`src/ppfs_pkg.sv`:
```
package ppfs_pkg;

  // ---------------------------------------------------------------
  // register map, byte addresses on the 32-bit bus
  // ---------------------------------------------------------------
  localparam logic [31:0] FSEL_OFF = 32'h0000_0000;
  localparam logic [31:0] PBDIR_OFF = 32'h0000_0004;

  // ---------------------------------------------------------------
  // reset values and field layout
  // ---------------------------------------------------------------
  localparam logic [15:0] FSEL_RST = 16'hff95;
  localparam logic [15:0] FSEL_RSVD = 16'haa00;
  localparam logic [15:0] PBDIR_RST = 16'h0000;
  localparam int PIN7_BIT = 14;
  localparam int PIN6_BIT = 12;
  localparam int PIN5_BIT = 10;
  localparam int PIN4_BIT = 8;
  localparam int PIN3_LSB = 6;
  localparam int PIN2_LSB = 4;
  localparam int PIN1_LSB = 2;
  localparam int PIN0_LSB = 0;

  // two-bit function codes, shared by pins 0 to 3
  localparam logic [1:0] FN_GPIO = 2'h0;
  localparam logic [1:0] FN_ALT1 = 2'h1;
  localparam logic [1:0] FN_ALT2 = 2'h2;
  localparam logic [1:0] FN_RSVD = 2'h3;

  // ---------------------------------------------------------------
  // bus constants
  // ---------------------------------------------------------------
  localparam logic [1:0] HRESP_OKAY = 2'h0;
  localparam logic [31:0] HRDATA_RST = 32'h0000_0000;

  // ---------------------------------------------------------------
  // carriers
  // ---------------------------------------------------------------
  // drive of one pin: value and active-low output enable
  typedef struct packed {
    logic out;
    logic oe_n;
  } ppfs_drv_t;

  // register access handed from the bus slave to the register file
  typedef struct packed {
    logic wr;
    logic load;
    logic [31:0] addr;
  } ppfs_acc_t;

  // peripheral signals offered to the lower eight pins of port a
  typedef struct packed {
    logic bus_grant_ack_n;
    logic read_strobe_n;
    logic upper_write_strobe_n;
    logic lower_write_strobe_n;
    logic chip_select_seven_n;
    logic chip_select_six_n;
    logic chip_select_five_n;
    logic chip_select_four_n;
    logic row_addr_strobe_n;
    logic timer0_capcomp_a_out;
    logic timer0_capcomp_a_oe_n;
    logic timer0_capcomp_b_out;
    logic timer0_capcomp_b_oe_n;
  } ppfs_pa_periph_t;

endpackage : ppfs_pkg

```
`src/ppfs_sync.sv`:
```
`timescale 1ns/1ps
module ppfs_sync import ppfs_pkg::*; #(
  parameter int W = 8
) (
  // clock and reset
  input wire logic mclk_i,
  input wire logic rst_b_i,
  // asynchronous levels in, synchronised levels out
  input wire logic [W-1:0] async_i,
  output logic [W-1:0] sync_o
);

  typedef struct packed {
    logic [W-1:0] meta;
    logic [W-1:0] stable;
  } ppfs_sync_st_t;

  ppfs_sync_st_t st;
  ppfs_sync_st_t next_st;

  // ---------------------------------------------------------------
  // two-flop chain; meta feeds only the second flop
  // ---------------------------------------------------------------
  always_comb begin
    next_st.meta = async_i;
    next_st.stable = st.meta;
  end

  always_ff @(posedge mclk_i or negedge rst_b_i) begin
    if (!rst_b_i) begin
      st <= '0;
    end else begin
      st <= next_st;
    end
  end

  assign sync_o = st.stable;

endmodule : ppfs_sync

```
`src/ppfs_ahb_slave.sv`:
```
`timescale 1ns/1ps
module ppfs_ahb_slave import ppfs_pkg::*; (
  // clock and reset
  input wire logic mclk_i,
  input wire logic rst_b_i,
  // ahb-lite address phase
  input wire logic hsel_i,
  input wire logic [31:0] haddr_i,
  input wire logic [1:0] htrans_i,
  input wire logic hwrite_i,
  input wire logic hready_i,
  // handshake and register access
  output logic hreadyout_o,
  output ppfs_acc_t acc_o
);

  typedef struct packed {
    logic wr_pend;
    logic rd_pend;
    logic ready;
    logic [31:0] addr;
  } ppfs_ahb_st_t;

  ppfs_ahb_st_t st;
  ppfs_ahb_st_t next_st;
  logic take;

  // ---------------------------------------------------------------
  // transfer tracking
  // ---------------------------------------------------------------
  // reads insert one wait state so that read data leaves a flop
  always_comb begin
    take = hsel_i & htrans_i[1] & hready_i;
    next_st = st;
    next_st.wr_pend = 1'b0;
    next_st.rd_pend = 1'b0;
    next_st.ready = 1'b1;
    if (take) begin
      next_st.addr = haddr_i;
      next_st.wr_pend = hwrite_i;
      next_st.rd_pend = ~hwrite_i;
      next_st.ready = hwrite_i;
    end
  end

  always_ff @(posedge mclk_i or negedge rst_b_i) begin
    if (!rst_b_i) begin
      st <= '{wr_pend: 1'b0, rd_pend: 1'b0, ready: 1'b1, addr: 32'h0000_0000};
    end else begin
      st <= next_st;
    end
  end

  // writes commit at the end of their data phase
  assign hreadyout_o = st.ready;
  assign acc_o.wr = st.wr_pend;
  assign acc_o.load = st.rd_pend;
  assign acc_o.addr = st.addr;

endmodule : ppfs_ahb_slave

```
`src/ppfs_top.sv`:
```
// Behaviour
// RULE1 - fsel bits 15, 13, 11, 9 read as one; software writes ones there
// RULE2 - bit 14: 0 pin 7 general io, 1 bus grant acknowledge; resets to 1
// RULE3 - bit 12: 0 pin 6 general io, 1 read strobe low active; resets 1
// RULE4 - bit 10: 0 pin 5 general io, 1 upper write or lower byte strobe
// RULE5 - bit 8: 0 pin 4 general io, 1 lower or single write strobe
// RULE6 - bits 7:6 pin 3: io, chip select seven, wait input (reset), reserved
// RULE7 - pin 3 pull-up only in wait function, enabled by bus controller
// RULE8 - bits 5:4 pin 2: io, chip select six (reset), timer b, reserved
// RULE9 - bits 3:2 pin 1: io, chip select five (reset), row strobe, reserved
// RULE10 - bits 1:0 pin 0: io, chip select four (reset), timer a, reserved
// RULE11 - port b direction: sixteen bits, one makes output, zero input
// RULE12 - direction counts only in io, timer or serial clock function
// RULE13 - port b direction clears on power-on reset only
// RULE14 - function register loads its reset pattern on power-on reset only
// RULE15 - peripheral functions own pin drive, enable and input
`timescale 1ns/1ps
module ppfs_top import ppfs_pkg::*; (
  // clock and power-on reset
  input wire logic mclk_i,
  input wire logic rst_b_i,
  // ahb-lite slave
  input wire logic hsel_i,
  input wire logic [31:0] haddr_i,
  input wire logic [1:0] htrans_i,
  input wire logic hwrite_i,
  input wire logic [2:0] hsize_i,
  input wire logic [31:0] hwdata_i,
  input wire logic hready_i,
  output logic hreadyout_o,
  output logic [1:0] hresp_o,
  output logic [31:0] hrdata_o,
  // port a lower byte, general io side
  input wire logic [7:0] gpio_a_out_i,
  input wire logic [7:0] gpio_a_dir_i,
  output logic [7:0] gpio_a_in_o,
  // port a lower byte, peripheral side
  input wire ppfs_pa_periph_t pa_periph_i,
  input wire logic wait_pullup_en_i,
  output logic wait_n_o,
  output logic timer0_capcomp_a_in_o,
  output logic timer0_capcomp_b_in_o,
  // port a lower byte pins
  input wire logic [7:0] pa_pin_i,
  output logic [7:0] pa_pin_o,
  output logic [7:0] pa_pin_oe_n_o,
  output logic pa3_pullup_o,
  // port b, function side
  input wire logic [15:0] pb_dir_en_i,
  input wire logic [15:0] pb_src_out_i,
  input wire logic [15:0] pb_periph_oe_n_i,
  output logic [15:0] pb_in_o,
  // port b pins
  input wire logic [15:0] pb_pin_i,
  output logic [15:0] pb_pin_o,
  output logic [15:0] pb_pin_oe_n_o
);

  // ---------------------------------------------------------------
  // state
  // ---------------------------------------------------------------
  typedef struct packed {
    logic [15:0] fsel;
    logic [15:0] pbdir;
    logic [31:0] hrdata;
    logic [7:0] pa_out;
    logic [7:0] pa_oe_n;
    logic pa_pullup;
    logic [15:0] pb_out;
    logic [15:0] pb_oe_n;
    logic [7:0] gpio_a_in;
    logic [15:0] pb_in;
    logic wait_n;
    logic tmr_a_in;
    logic tmr_b_in;
  } ppfs_top_st_t;

  // pins float (inputs) during reset until the registers steer them
  localparam ppfs_top_st_t ST_RST = '{
    fsel: FSEL_RST,
    pbdir: PBDIR_RST,
    hrdata: HRDATA_RST,
    pa_out: 8'hff,
    pa_oe_n: 8'hff,
    pa_pullup: 1'b0,
    pb_out: 16'h0000,
    pb_oe_n: 16'hffff,
    gpio_a_in: 8'h00,
    pb_in: 16'h0000,
    wait_n: 1'b1,
    tmr_a_in: 1'b0,
    tmr_b_in: 1'b0
  };

  ppfs_top_st_t st;
  ppfs_top_st_t next_st;
  ppfs_acc_t acc;
  logic [7:0] pa_sync;
  logic [15:0] pb_sync;
  ppfs_drv_t pa_drv [8];
  logic [1:0] code3;
  logic [1:0] code2;
  logic [1:0] code1;
  logic [1:0] code0;

  // ---------------------------------------------------------------
  // helpers
  // ---------------------------------------------------------------
  function automatic ppfs_drv_t gpio_drv(input logic out, input logic dir);
    gpio_drv = '{out: out, oe_n: ~dir};
  endfunction : gpio_drv

  // reserved codes leave the pin as a plain input, never driven
  function automatic ppfs_drv_t pick2(input logic [1:0] code, input ppfs_drv_t io,
                                      input ppfs_drv_t alt1, input ppfs_drv_t alt2);
    case (code)
      FN_GPIO: pick2 = io;
      FN_ALT1: pick2 = alt1;
      FN_ALT2: pick2 = alt2;
      default: pick2 = '{out: 1'b1, oe_n: 1'b1};
    endcase
  endfunction : pick2

  function automatic logic hit(input logic [31:0] addr, input logic [31:0] off);
    hit = (addr[31:2] == off[31:2]);
  endfunction : hit

  // ---------------------------------------------------------------
  // bus slave and input synchronisers
  // ---------------------------------------------------------------
  ppfs_ahb_slave u_bus (
    .mclk_i(mclk_i),
    .rst_b_i(rst_b_i),
    .hsel_i(hsel_i),
    .haddr_i(haddr_i),
    .htrans_i(htrans_i),
    .hwrite_i(hwrite_i),
    .hready_i(hready_i),
    .hreadyout_o(hreadyout_o),
    .acc_o(acc)
  );

  // pins come from outside the clock domain
  ppfs_sync #(.W(24)) u_sync (
    .mclk_i(mclk_i),
    .rst_b_i(rst_b_i),
    .async_i({pb_pin_i, pa_pin_i}),
    .sync_o({pb_sync, pa_sync})
  );

  assign code3 = st.fsel[PIN3_LSB +: 2];
  assign code2 = st.fsel[PIN2_LSB +: 2];
  assign code1 = st.fsel[PIN1_LSB +: 2];
  assign code0 = st.fsel[PIN0_LSB +: 2];

  // ---------------------------------------------------------------
  // port a pin selection
  // ---------------------------------------------------------------
  // strobes and chip selects always drive; wait is input only
  always_comb begin
    pa_drv[7] = st.fsel[PIN7_BIT] ? ppfs_drv_t'{out: pa_periph_i.bus_grant_ack_n, oe_n: 1'b0}
                                  : gpio_drv(gpio_a_out_i[7], gpio_a_dir_i[7]); // RULE2
    pa_drv[6] = st.fsel[PIN6_BIT] ? ppfs_drv_t'{out: pa_periph_i.read_strobe_n, oe_n: 1'b0}
                                  : gpio_drv(gpio_a_out_i[6], gpio_a_dir_i[6]); // RULE3
    pa_drv[5] = st.fsel[PIN5_BIT] ? ppfs_drv_t'{out: pa_periph_i.upper_write_strobe_n, oe_n: 1'b0}
                                  : gpio_drv(gpio_a_out_i[5], gpio_a_dir_i[5]); // RULE4
    pa_drv[4] = st.fsel[PIN4_BIT] ? ppfs_drv_t'{out: pa_periph_i.lower_write_strobe_n, oe_n: 1'b0}
                                  : gpio_drv(gpio_a_out_i[4], gpio_a_dir_i[4]); // RULE5
    pa_drv[3] = pick2(code3, gpio_drv(gpio_a_out_i[3], gpio_a_dir_i[3]),
                      '{out: pa_periph_i.chip_select_seven_n, oe_n: 1'b0},
                      '{out: 1'b1, oe_n: 1'b1}); // RULE6
    pa_drv[2] = pick2(code2, gpio_drv(gpio_a_out_i[2], gpio_a_dir_i[2]),
                      '{out: pa_periph_i.chip_select_six_n, oe_n: 1'b0},
                      '{out: pa_periph_i.timer0_capcomp_b_out,
                        oe_n: pa_periph_i.timer0_capcomp_b_oe_n}); // RULE8 RULE15
    pa_drv[1] = pick2(code1, gpio_drv(gpio_a_out_i[1], gpio_a_dir_i[1]),
                      '{out: pa_periph_i.chip_select_five_n, oe_n: 1'b0},
                      '{out: pa_periph_i.row_addr_strobe_n, oe_n: 1'b0}); // RULE9
    pa_drv[0] = pick2(code0, gpio_drv(gpio_a_out_i[0], gpio_a_dir_i[0]),
                      '{out: pa_periph_i.chip_select_four_n, oe_n: 1'b0},
                      '{out: pa_periph_i.timer0_capcomp_a_out,
                        oe_n: pa_periph_i.timer0_capcomp_a_oe_n}); // RULE10 RULE15
  end

  // ---------------------------------------------------------------
  // next state
  // ---------------------------------------------------------------
  always_comb begin
    next_st = st;
    // registers change only by bus write; reset is power-on only
    if (acc.wr && hit(acc.addr, FSEL_OFF)) begin
      next_st.fsel = hwdata_i[15:0] | FSEL_RSVD; // RULE1 RULE14
    end
    if (acc.wr && hit(acc.addr, PBDIR_OFF)) begin
      next_st.pbdir = hwdata_i[15:0]; // RULE11 RULE13
    end
    // read data is captured in the wait state; unmapped reads zero
    if (acc.load) begin
      if (hit(acc.addr, FSEL_OFF)) begin
        next_st.hrdata = {16'h0000, st.fsel | FSEL_RSVD}; // RULE1
      end else if (hit(acc.addr, PBDIR_OFF)) begin
        next_st.hrdata = {16'h0000, st.pbdir};
      end else begin
        next_st.hrdata = HRDATA_RST;
      end
    end
    // port a drive, one cycle behind the selected source
    for (int k = 0; k < 8; k++) begin
      next_st.pa_out[k] = pa_drv[k].out;
      next_st.pa_oe_n[k] = pa_drv[k].oe_n;
    end
    next_st.pa_pullup = (code3 == FN_ALT2) & wait_pullup_en_i; // RULE7
    // port a inputs go only to the function that owns the pin
    next_st.gpio_a_in[7] = ~st.fsel[PIN7_BIT] & pa_sync[7]; // RULE15
    next_st.gpio_a_in[6] = ~st.fsel[PIN6_BIT] & pa_sync[6];
    next_st.gpio_a_in[5] = ~st.fsel[PIN5_BIT] & pa_sync[5];
    next_st.gpio_a_in[4] = ~st.fsel[PIN4_BIT] & pa_sync[4];
    next_st.gpio_a_in[3] = (code3 == FN_GPIO) & pa_sync[3];
    next_st.gpio_a_in[2] = (code2 == FN_GPIO) & pa_sync[2];
    next_st.gpio_a_in[1] = (code1 == FN_GPIO) & pa_sync[1];
    next_st.gpio_a_in[0] = (code0 == FN_GPIO) & pa_sync[0];
    // an idle wait input reads as not waiting
    next_st.wait_n = (code3 == FN_ALT2) ? pa_sync[3] : 1'b1; // RULE6 RULE15
    next_st.tmr_b_in = (code2 == FN_ALT2) & pa_sync[2]; // RULE8
    next_st.tmr_a_in = (code0 == FN_ALT2) & pa_sync[0]; // RULE10
    // port b: direction bit only where the function admits it
    for (int k = 0; k < 16; k++) begin
      next_st.pb_out[k] = pb_src_out_i[k];
      next_st.pb_oe_n[k] = pb_dir_en_i[k] ? ~st.pbdir[k] : pb_periph_oe_n_i[k]; // RULE11 RULE12
    end
    next_st.pb_in = pb_sync;
  end

  always_ff @(posedge mclk_i or negedge rst_b_i) begin
    if (!rst_b_i) begin
      st <= ST_RST; // RULE13 RULE14
    end else begin
      st <= next_st;
    end
  end

  // ---------------------------------------------------------------
  // outputs
  // ---------------------------------------------------------------
  assign hresp_o = HRESP_OKAY;
  assign hrdata_o = st.hrdata;
  assign gpio_a_in_o = st.gpio_a_in;
  assign wait_n_o = st.wait_n;
  assign timer0_capcomp_a_in_o = st.tmr_a_in;
  assign timer0_capcomp_b_in_o = st.tmr_b_in;
  assign pa_pin_o = st.pa_out;
  assign pa_pin_oe_n_o = st.pa_oe_n;
  assign pa3_pullup_o = st.pa_pullup;
  assign pb_in_o = st.pb_in;
  assign pb_pin_o = st.pb_out;
  assign pb_pin_oe_n_o = st.pb_oe_n;
endmodule : ppfs_top

```
`config.mk`:
```
export PLATFORM = sky130hd
export DESIGN_NAME = ppfs_top
export DESIGN_NICKNAME = d
export VERILOG_FILES = /design/src/ppfs_pkg.sv /design/src/ppfs_sync.sv /design/src/ppfs_ahb_slave.sv /design/src/ppfs_top.sv
export SDC_FILE = /design/constraint.sdc
export NUM_CORES = 1
export LEC_CHECK = 0
export BUFFER_PORTS_ARGS = -buffer_cell sky130_fd_sc_hd__buf_2
export CAP_MARGIN = 20
export CELL_PAD_IN_SITES_DETAIL_PLACEMENT = 1
export CELL_PAD_IN_SITES_GLOBAL_PLACEMENT = 1
export CORE_UTILIZATION = 42
export CTS_CLUSTER_DIAMETER = 30
export DETAILED_ROUTE_END_ITERATION = 8
export GPL_TIMING_DRIVEN = 0
export MAX_ROUTING_LAYER = met4
export PLACE_DENSITY_LB_ADDON = 0.1
export SYNTH_ARGS = -nofsm -noshare
export SYNTH_HDL_FRONTEND = slang
export SYNTH_SLANG_ARGS = --single-unit
```
`constraint.sdc`:
```
create_clock -name mclk_i -period 4 [get_ports mclk_i]
set_input_delay 0.8 -clock mclk_i [delete_from_list [all_inputs] [get_ports mclk_i]]
set_output_delay 0.8 -clock mclk_i [all_outputs]
set_load 0.005 [all_outputs]
```
==> impl_metrics.tcl, run 1 <==
set metrics [dict create \
    synth_area_mm2 0.00770 \
    postCtsSetupRepairBufs 0 \
    core_mm2 0.0180 \
    outcome "completed" \
    nNetsFinal 1004 \
    area_growth_pct 40.4 \
    max_cap_viol_count 0 \
    io_pins 287 \
    cp.required_ps 4440 \
    grt_overflow_total 0 \
    start_util_pct 42.9 \
    synth-edff-count 0 \
    cts_tree "done" \
    seqCellArea_mm2 0.00508 \
    syn_avg_cell_area_um2 14.8 \
    synth_area_leaders "dfrtp_1, dfstp_2, buf_4" \
    crit_fanout 10 \
    fp.dieW_um 137 \
    ys_seq_elements 201 \
    yosys_warnings 0 \
    vias 4927 \
    ys_top_cells_by_count "dfrtp_1, buf_4, mux2_2" \
    hold_buffers 0 \
    tightest_slew_ps 633 \
    fp.dieH_um 137 \
    synth.distinct_cells 33 \
    first_pass_iters 4 \
    grt_max_degree 123 \
    drcViolationCount 0 \
    port_buffers 246 \
    multi_input_area_mm2 0.00173 \
    htreeDepth 2 \
    drt_iter0_drc 167 \
    tns_ps 0 \
    antenna_found_initial 2 \
    num_rows 49 \
    clkTransAtPathRegs_ps 50 \
    worstSetupEndpointType "flop" \
    hp-class "in2async" \
    clkLatencyLatePin_ps 510 \
    clockBufferDepth 3 \
    cp.arrival_ps 2520 \
    maxSlewViolCount 0 \
    clock.fmax_mhz 479 \
    slew_headroom_pct 57.8 \
    cts_num_sinks 201 \
    period_needed_ps 2090 \
    rsz0062_at_grt "false" \
    cts_buffers 41 \
    async_flop_share_pct 100 \
    grt_pass1_wl_um 28700 \
    wl_um 18200 \
    critPathKind "reg2reg" \
    startpoint_type "flop" \
    layout-drive-gt1-share_pct 64.7 \
    grt_pass1_vias 5447 \
    synthFlopType "dfrtp_1" \
    netlist_instances 521 \
    hold_viol_final 0 \
    synth.top_cell.area_share_pct 51.7 \
    n_fill_cell 1848 \
    dp_hpwl_um 12200 \
    drt-vias-per-instance 4.51 \
    gp_congestion 0.724 \
    final_cell_area_mm2 0.0108 \
    root_buffer "clkbuf_16" \
    vdd_ir_drop_max_v 0.000431 \
    grt_usage_pct 20.9 \
    placed_cell_area_mm2 0.00932 \
    yosysMostFrequentCell "dfrtp_1" \
    finalCritPeriodShare_pct 52.2 \
    p_leak_nw 5.52 \
    ant_nets 0 \
    dieArea_mm2 0.0189 \
    setup_violations 0 \
    post-synth-top-area-cell "dfrtp_1" \
    yosysSeqAreaShare_pct 66.0 \
    ctsResizeCount 0 \
    p_per_area_mw_per_mm2 579 \
    fin_worst_skew_ps 11.6 \
    wl_per_cell_um 16.7 \
]
## cell type report
| type | instances | share of cell area (%) |
|---|---|---|
| tap | 229 | 2.65 |
| clock buffer | 50 | 10.8 |
| clock inverter | 26 | 2.99 |
| antenna | 2 | 0.0463 |
| sequential | 201 | 47.0 |
| inverter | 23 | 0.799 |
| multi-input combinational | 194 | 16.0 |
| timing repair buffer | 247 | 11.7 |
| buffer | 120 | 8.01 |
## cell families (layout without fill, tap and decap cells)
logic type	after synthesis	in the layout	share of synthesized area, %
flip-flops	201	201	66.0
buffers and inverters	143	466	12.4
AND/OR/NAND/NOR	53	53	4.78
other	1	20	0.0487
AO/OA/AOI/OAI	21	21	1.84
multiplexers	102	102	15.0
## metrics by stage
stage,std cells,util [%],setup WS (ps),power [mW],hold WS (ps)
after floorplan,538,-,2220,2.49,331
after CTS,1090,60.1,1780,6.34,299
after detailed placement,1014,51.9,1850,2.71,336
final,1092,60.2,1910,6.26,280
after global placement,1013,51.7,-1060,2.67,331
after global routing,1092,60.2,1640,6.51,321
## routing by layer
metal / track usage, % / vias up / share of wire [%] / wire length (um)
met2: 36.0 / 192 / 54 / 9780
met4: 8.00 / 0 / 2.5 / 456
met3: 5.81 / 41 / 7.0 / 1270
met1: 22.9 / 2433 / 37 / 6700
met5: - / - / 0 / 0
li1: - / 2261 / - / -
## state kept, by name (all words and copies together), names as in the netlist, 2 cells and up
signal and cells:
hrdata_o 16, u_sync.next_st 24, pb_in_o 16, pb_pin_o 16, pa_pin_oe_n_o 8, gpio_a_in_o 8, st 20, pa_pin_o 8
code0 2, code3 2, code1 2, u_bus.acc_o 32, u_sync.sync_o 24, pb_pin_oe_n_o 16, code2 2
## where the power goes
group          internal (mW)  switching (mW)  total (mW)
clock network           2.51            1.07        3.58
logic                  0.242           0.175       0.416
registers               2.19          0.0704        2.26
## path summary, 6_finish.rpt
check / startpoint / depth (start not counted) / slack (ps) / endpoint
worst max-delay path: u_bus.acc_o[12]$_DFFE_PN0N_ / 5 / 1910 / hrdata_o[7]$_DFFE_PN0P_
worst min-delay path: rst_b_i / 1 / 280 / gpio_a_in_o[4]$_DFF_PN0_
worst max register to register: u_bus.acc_o[12]$_DFFE_PN0N_ / 5 / 1910 / hrdata_o[7]$_DFFE_PN0P_
worst min register to register: u_sync.sync_o[20]$_DFF_PN0_ / 0 / 340 / pb_in_o[12]$_DFF_PN0_
max in group asynchronous: rst_b_i / 2 / 2730 / u_bus.acc_o[5]$_DFFE_PN0N_
min in group mclk_i: u_sync.sync_o[20]$_DFF_PN0_ / 0 / 340 / pb_in_o[12]$_DFF_PN0_
## layout by cell type, fill, tap and decap left out, drive strengths merged
master	n
a211oi	3
buf	359
dfrtp	159
mux2i	28
dfstp	42
diode	2
o21ai	6
nor2	9
clkinvlp	4
or3b	1
and3b	3
nand3	1
nor3b	4
clkinv	14
nand2b	1
nor4	6
clkbuf	58
a21o	1
o32ai	4
nor2b	8
and4	3
inv	24
nor3	14
a21oi	3
bufinv	7
nand4	3
a211o	1
mux2	74
o31ai	2
conb	18
o21bai	1
## critical path, stage by stage, from the launching register on
cell and delay [ps]:
dfrtp_1 410, nor4_2 370, nand4_1 420, clkbuf_1 350, nor3_1 270, mux2_2 190
Power figures use the tool's default switching activity.
==> inputs of run 2 (changes only) <==
- ABC_AREA: not set -> 1
- CORE_UTILIZATION: 42 -> 37
- clock period: 4 -> 2 ns (I/O delays scaled with it)
==> impl_metrics.tcl, run 2 <==
set metrics [dict create \
    outcome "completed" \
    yosysSeqAreaShare_pct 65.4 \
    synth_area_mm2 0.00777 \
    setup_violations 0 \
    start_util_pct 38.0 \
    fp.dieH_um 147 \
    num_rows 52 \
    instances_no_fill 1392 \
    max_cap_viol_count 0 \
    antenna_found_initial 5 \
    maxSlewViolCount 0 \
    synth_area_leaders "dfrtp_1, dfstp_2, buf_4" \
    grt_usage_pct 20.1 \
    drt-vias-per-instance 4.30 \
    tightest_slew_ps 779 \
    async_flop_share_pct 100 \
    wl_per_cell_um 14.5 \
    grt_overflow_total 0 \
    cts_buffers 43 \
    ys_seq_elements 201 \
    p_per_area_mw_per_mm2 1120 \
    clock.fmax_mhz 590 \
    whs_ps 47.9 \
    cts_num_sinks 201 \
    layout_commonest_cell "buf_2" \
    port_buffers 246 \
    nNetsFinal 1259 \
    root_buffer "clkbuf_16" \
    yosys_warnings 0 \
    worstSetupEndpointType "flop" \
    dieArea_mm2 0.0216 \
    synth-edff-count 0 \
    crit_fanout 10 \
    drt_iter0_drc 150 \
    core_mm2 0.0204 \
    gp_congestion 0.719 \
    clkTransAtPathRegs_ps 50 \
    ys_top_cells_by_count "dfrtp_1, nand2_1, buf_4" \
    finalCritPeriodShare_pct 84.7 \
    critPathKind "reg2reg" \
    pre_cts_slack_ps 289 \
    vdd_ir_drop_max_v 0.000912 \
    dp.cells 1263 \
    yosysMostFrequentCell "dfrtp_1" \
    cp.arrival_ps 2130 \
    clockBufferDepth 3 \
    hp-class "in2reg" \
    cp.required_ps 2430 \
    cts_tree "done" \
    io_pins 287 \
    startpoint_type "flop" \
    rsz0062_at_grt "false" \
    synthFlopType "dfrtp_1" \
    dp_hpwl_um 13300 \
    vias 5990 \
    wl_um 20200 \
    htreeDepth 2 \
    final_cell_mix "buf_2, dfrtp_1, nand2_1" \
    fin_ws_ps 306 \
    clkLatencyLatePin_ps 510 \
    grt_pass1_vias 6553 \
    drcViolationCount 0 \
    grt_max_degree 106 \
    netlist_instances 729 \
    synth.top_cell.area_share_pct 51.2 \
    p_leak_nw 5.91 \
    hold_viol_final 0 \
    post-synth-top-area-cell "dfrtp_1" \
    synth.distinct_cells 25 \
    grt_pass1_wl_um 32900 \
    ant_nets 0 \
    fp.dieW_um 147 \
    fin_worst_skew_ps 13.9 \
    largest_reg_flops 32 \
    syn_avg_cell_area_um2 10.7 \
    first_pass_iters 4 \
    slew_headroom_pct 48.1 \
    layout-drive-gt1-share_pct 44.7 \
    area_growth_pct 48.1 \
    period_needed_ps 1690 \
]
run 2: critical path, cell delays in order, from the launching register on:
cell,delay (ps)
dfrtp_1,390
inv_2,60
nand2_1,50
nor2_1,150
nand2_2,120
nor2_1,220
buf_2,300
nand3_1,100
nand2_1,80
nand2_1,60
nand2_1,80
run 2: cell families after synthesis:
kind of cell           count (synthesis)  synth area share, %
multiplexers                           8                 1.16
buffers and inverters                173                 13.9
other                                  1               0.0482
flip-flops                           201                 65.4
AO/OA/AOI/OAI                         72                 4.64
AND/OR/NAND/NOR                      274                 14.9
run 2: metal layers:
metal,part of all wire (%),global-route usage (%),up-vias
met5,0,-,-
met4,1.7,6.08,0
met3,5.9,5.16,29
met2,53,35.5,180
met1,39,22.2,2891
li1,-,-,2890
run 2: per-stage QoR:
step / total power [mW] / setup TNS (ps) / instance area [um^2] / util (%)
after global routing: 13.4 / 0 / 11500 / 56.3
after CTS: 13.1 / 0 / 11500 / 56.2
after global placement: 5.13 / -529870 / 9410 / 46.0
final: 12.9 / 0 / 11500 / 56.3
after detailed placement: 5.17 / 0 / 9440 / 46.2
after floorplan: 4.78 / 0 / 7840 / -
run 2: report_power, final:
group | switching, mW | internal, mW | leakage (nW)
Combinational | 0.352 | 0.414 | 2.85
Clock | 2.20 | 5.56 | 0.781
Sequential | 0.0848 | 4.32 | 2.27
run 2: repair_timing:
action | CTS | global route
buffers inserted | 0 | 0
gates resized for setup | 0 | 0
hold buffers | 44 | 1
endpoints found under the hold margin | 87 | 1
run 2: path summary, 6_finish.rpt:
kind	startpoint	to	slack (ps)	depth (start not counted)
max in group asynchronous	rst_b_i	pa_pin_oe_n_o[3]$_DFF_PN1_	460	3
min	pb_dir_en_i[1]	pb_pin_oe_n_o[1]$_DFF_PN1_	50	2
max	u_bus.acc_o[10]$_DFFE_PN0N_	hrdata_o[14]$_DFFE_PN0P_	310	10
max reg2reg	u_bus.acc_o[10]$_DFFE_PN0N_	hrdata_o[14]$_DFFE_PN0P_	310	10
min in group asynchronous	rst_b_i	pb_in_o[2]$_DFF_PN0_	560	2
min reg2reg	u_sync.next_st[14]$_DFF_PN0_	u_sync.sync_o[14]$_DFF_PN0_	340	0
run 2: cell type report:
class,instances,area (um^2)
diodes,5,12.5
plain buffers,126,905
clock buffers,57,1220
clock inverters,22,384
fillers,2327,8920
inverters,47,176
multi-input cells,372,1670
flip-flops and latches,201,5080
well taps,270,338
repair buffers,292,1720
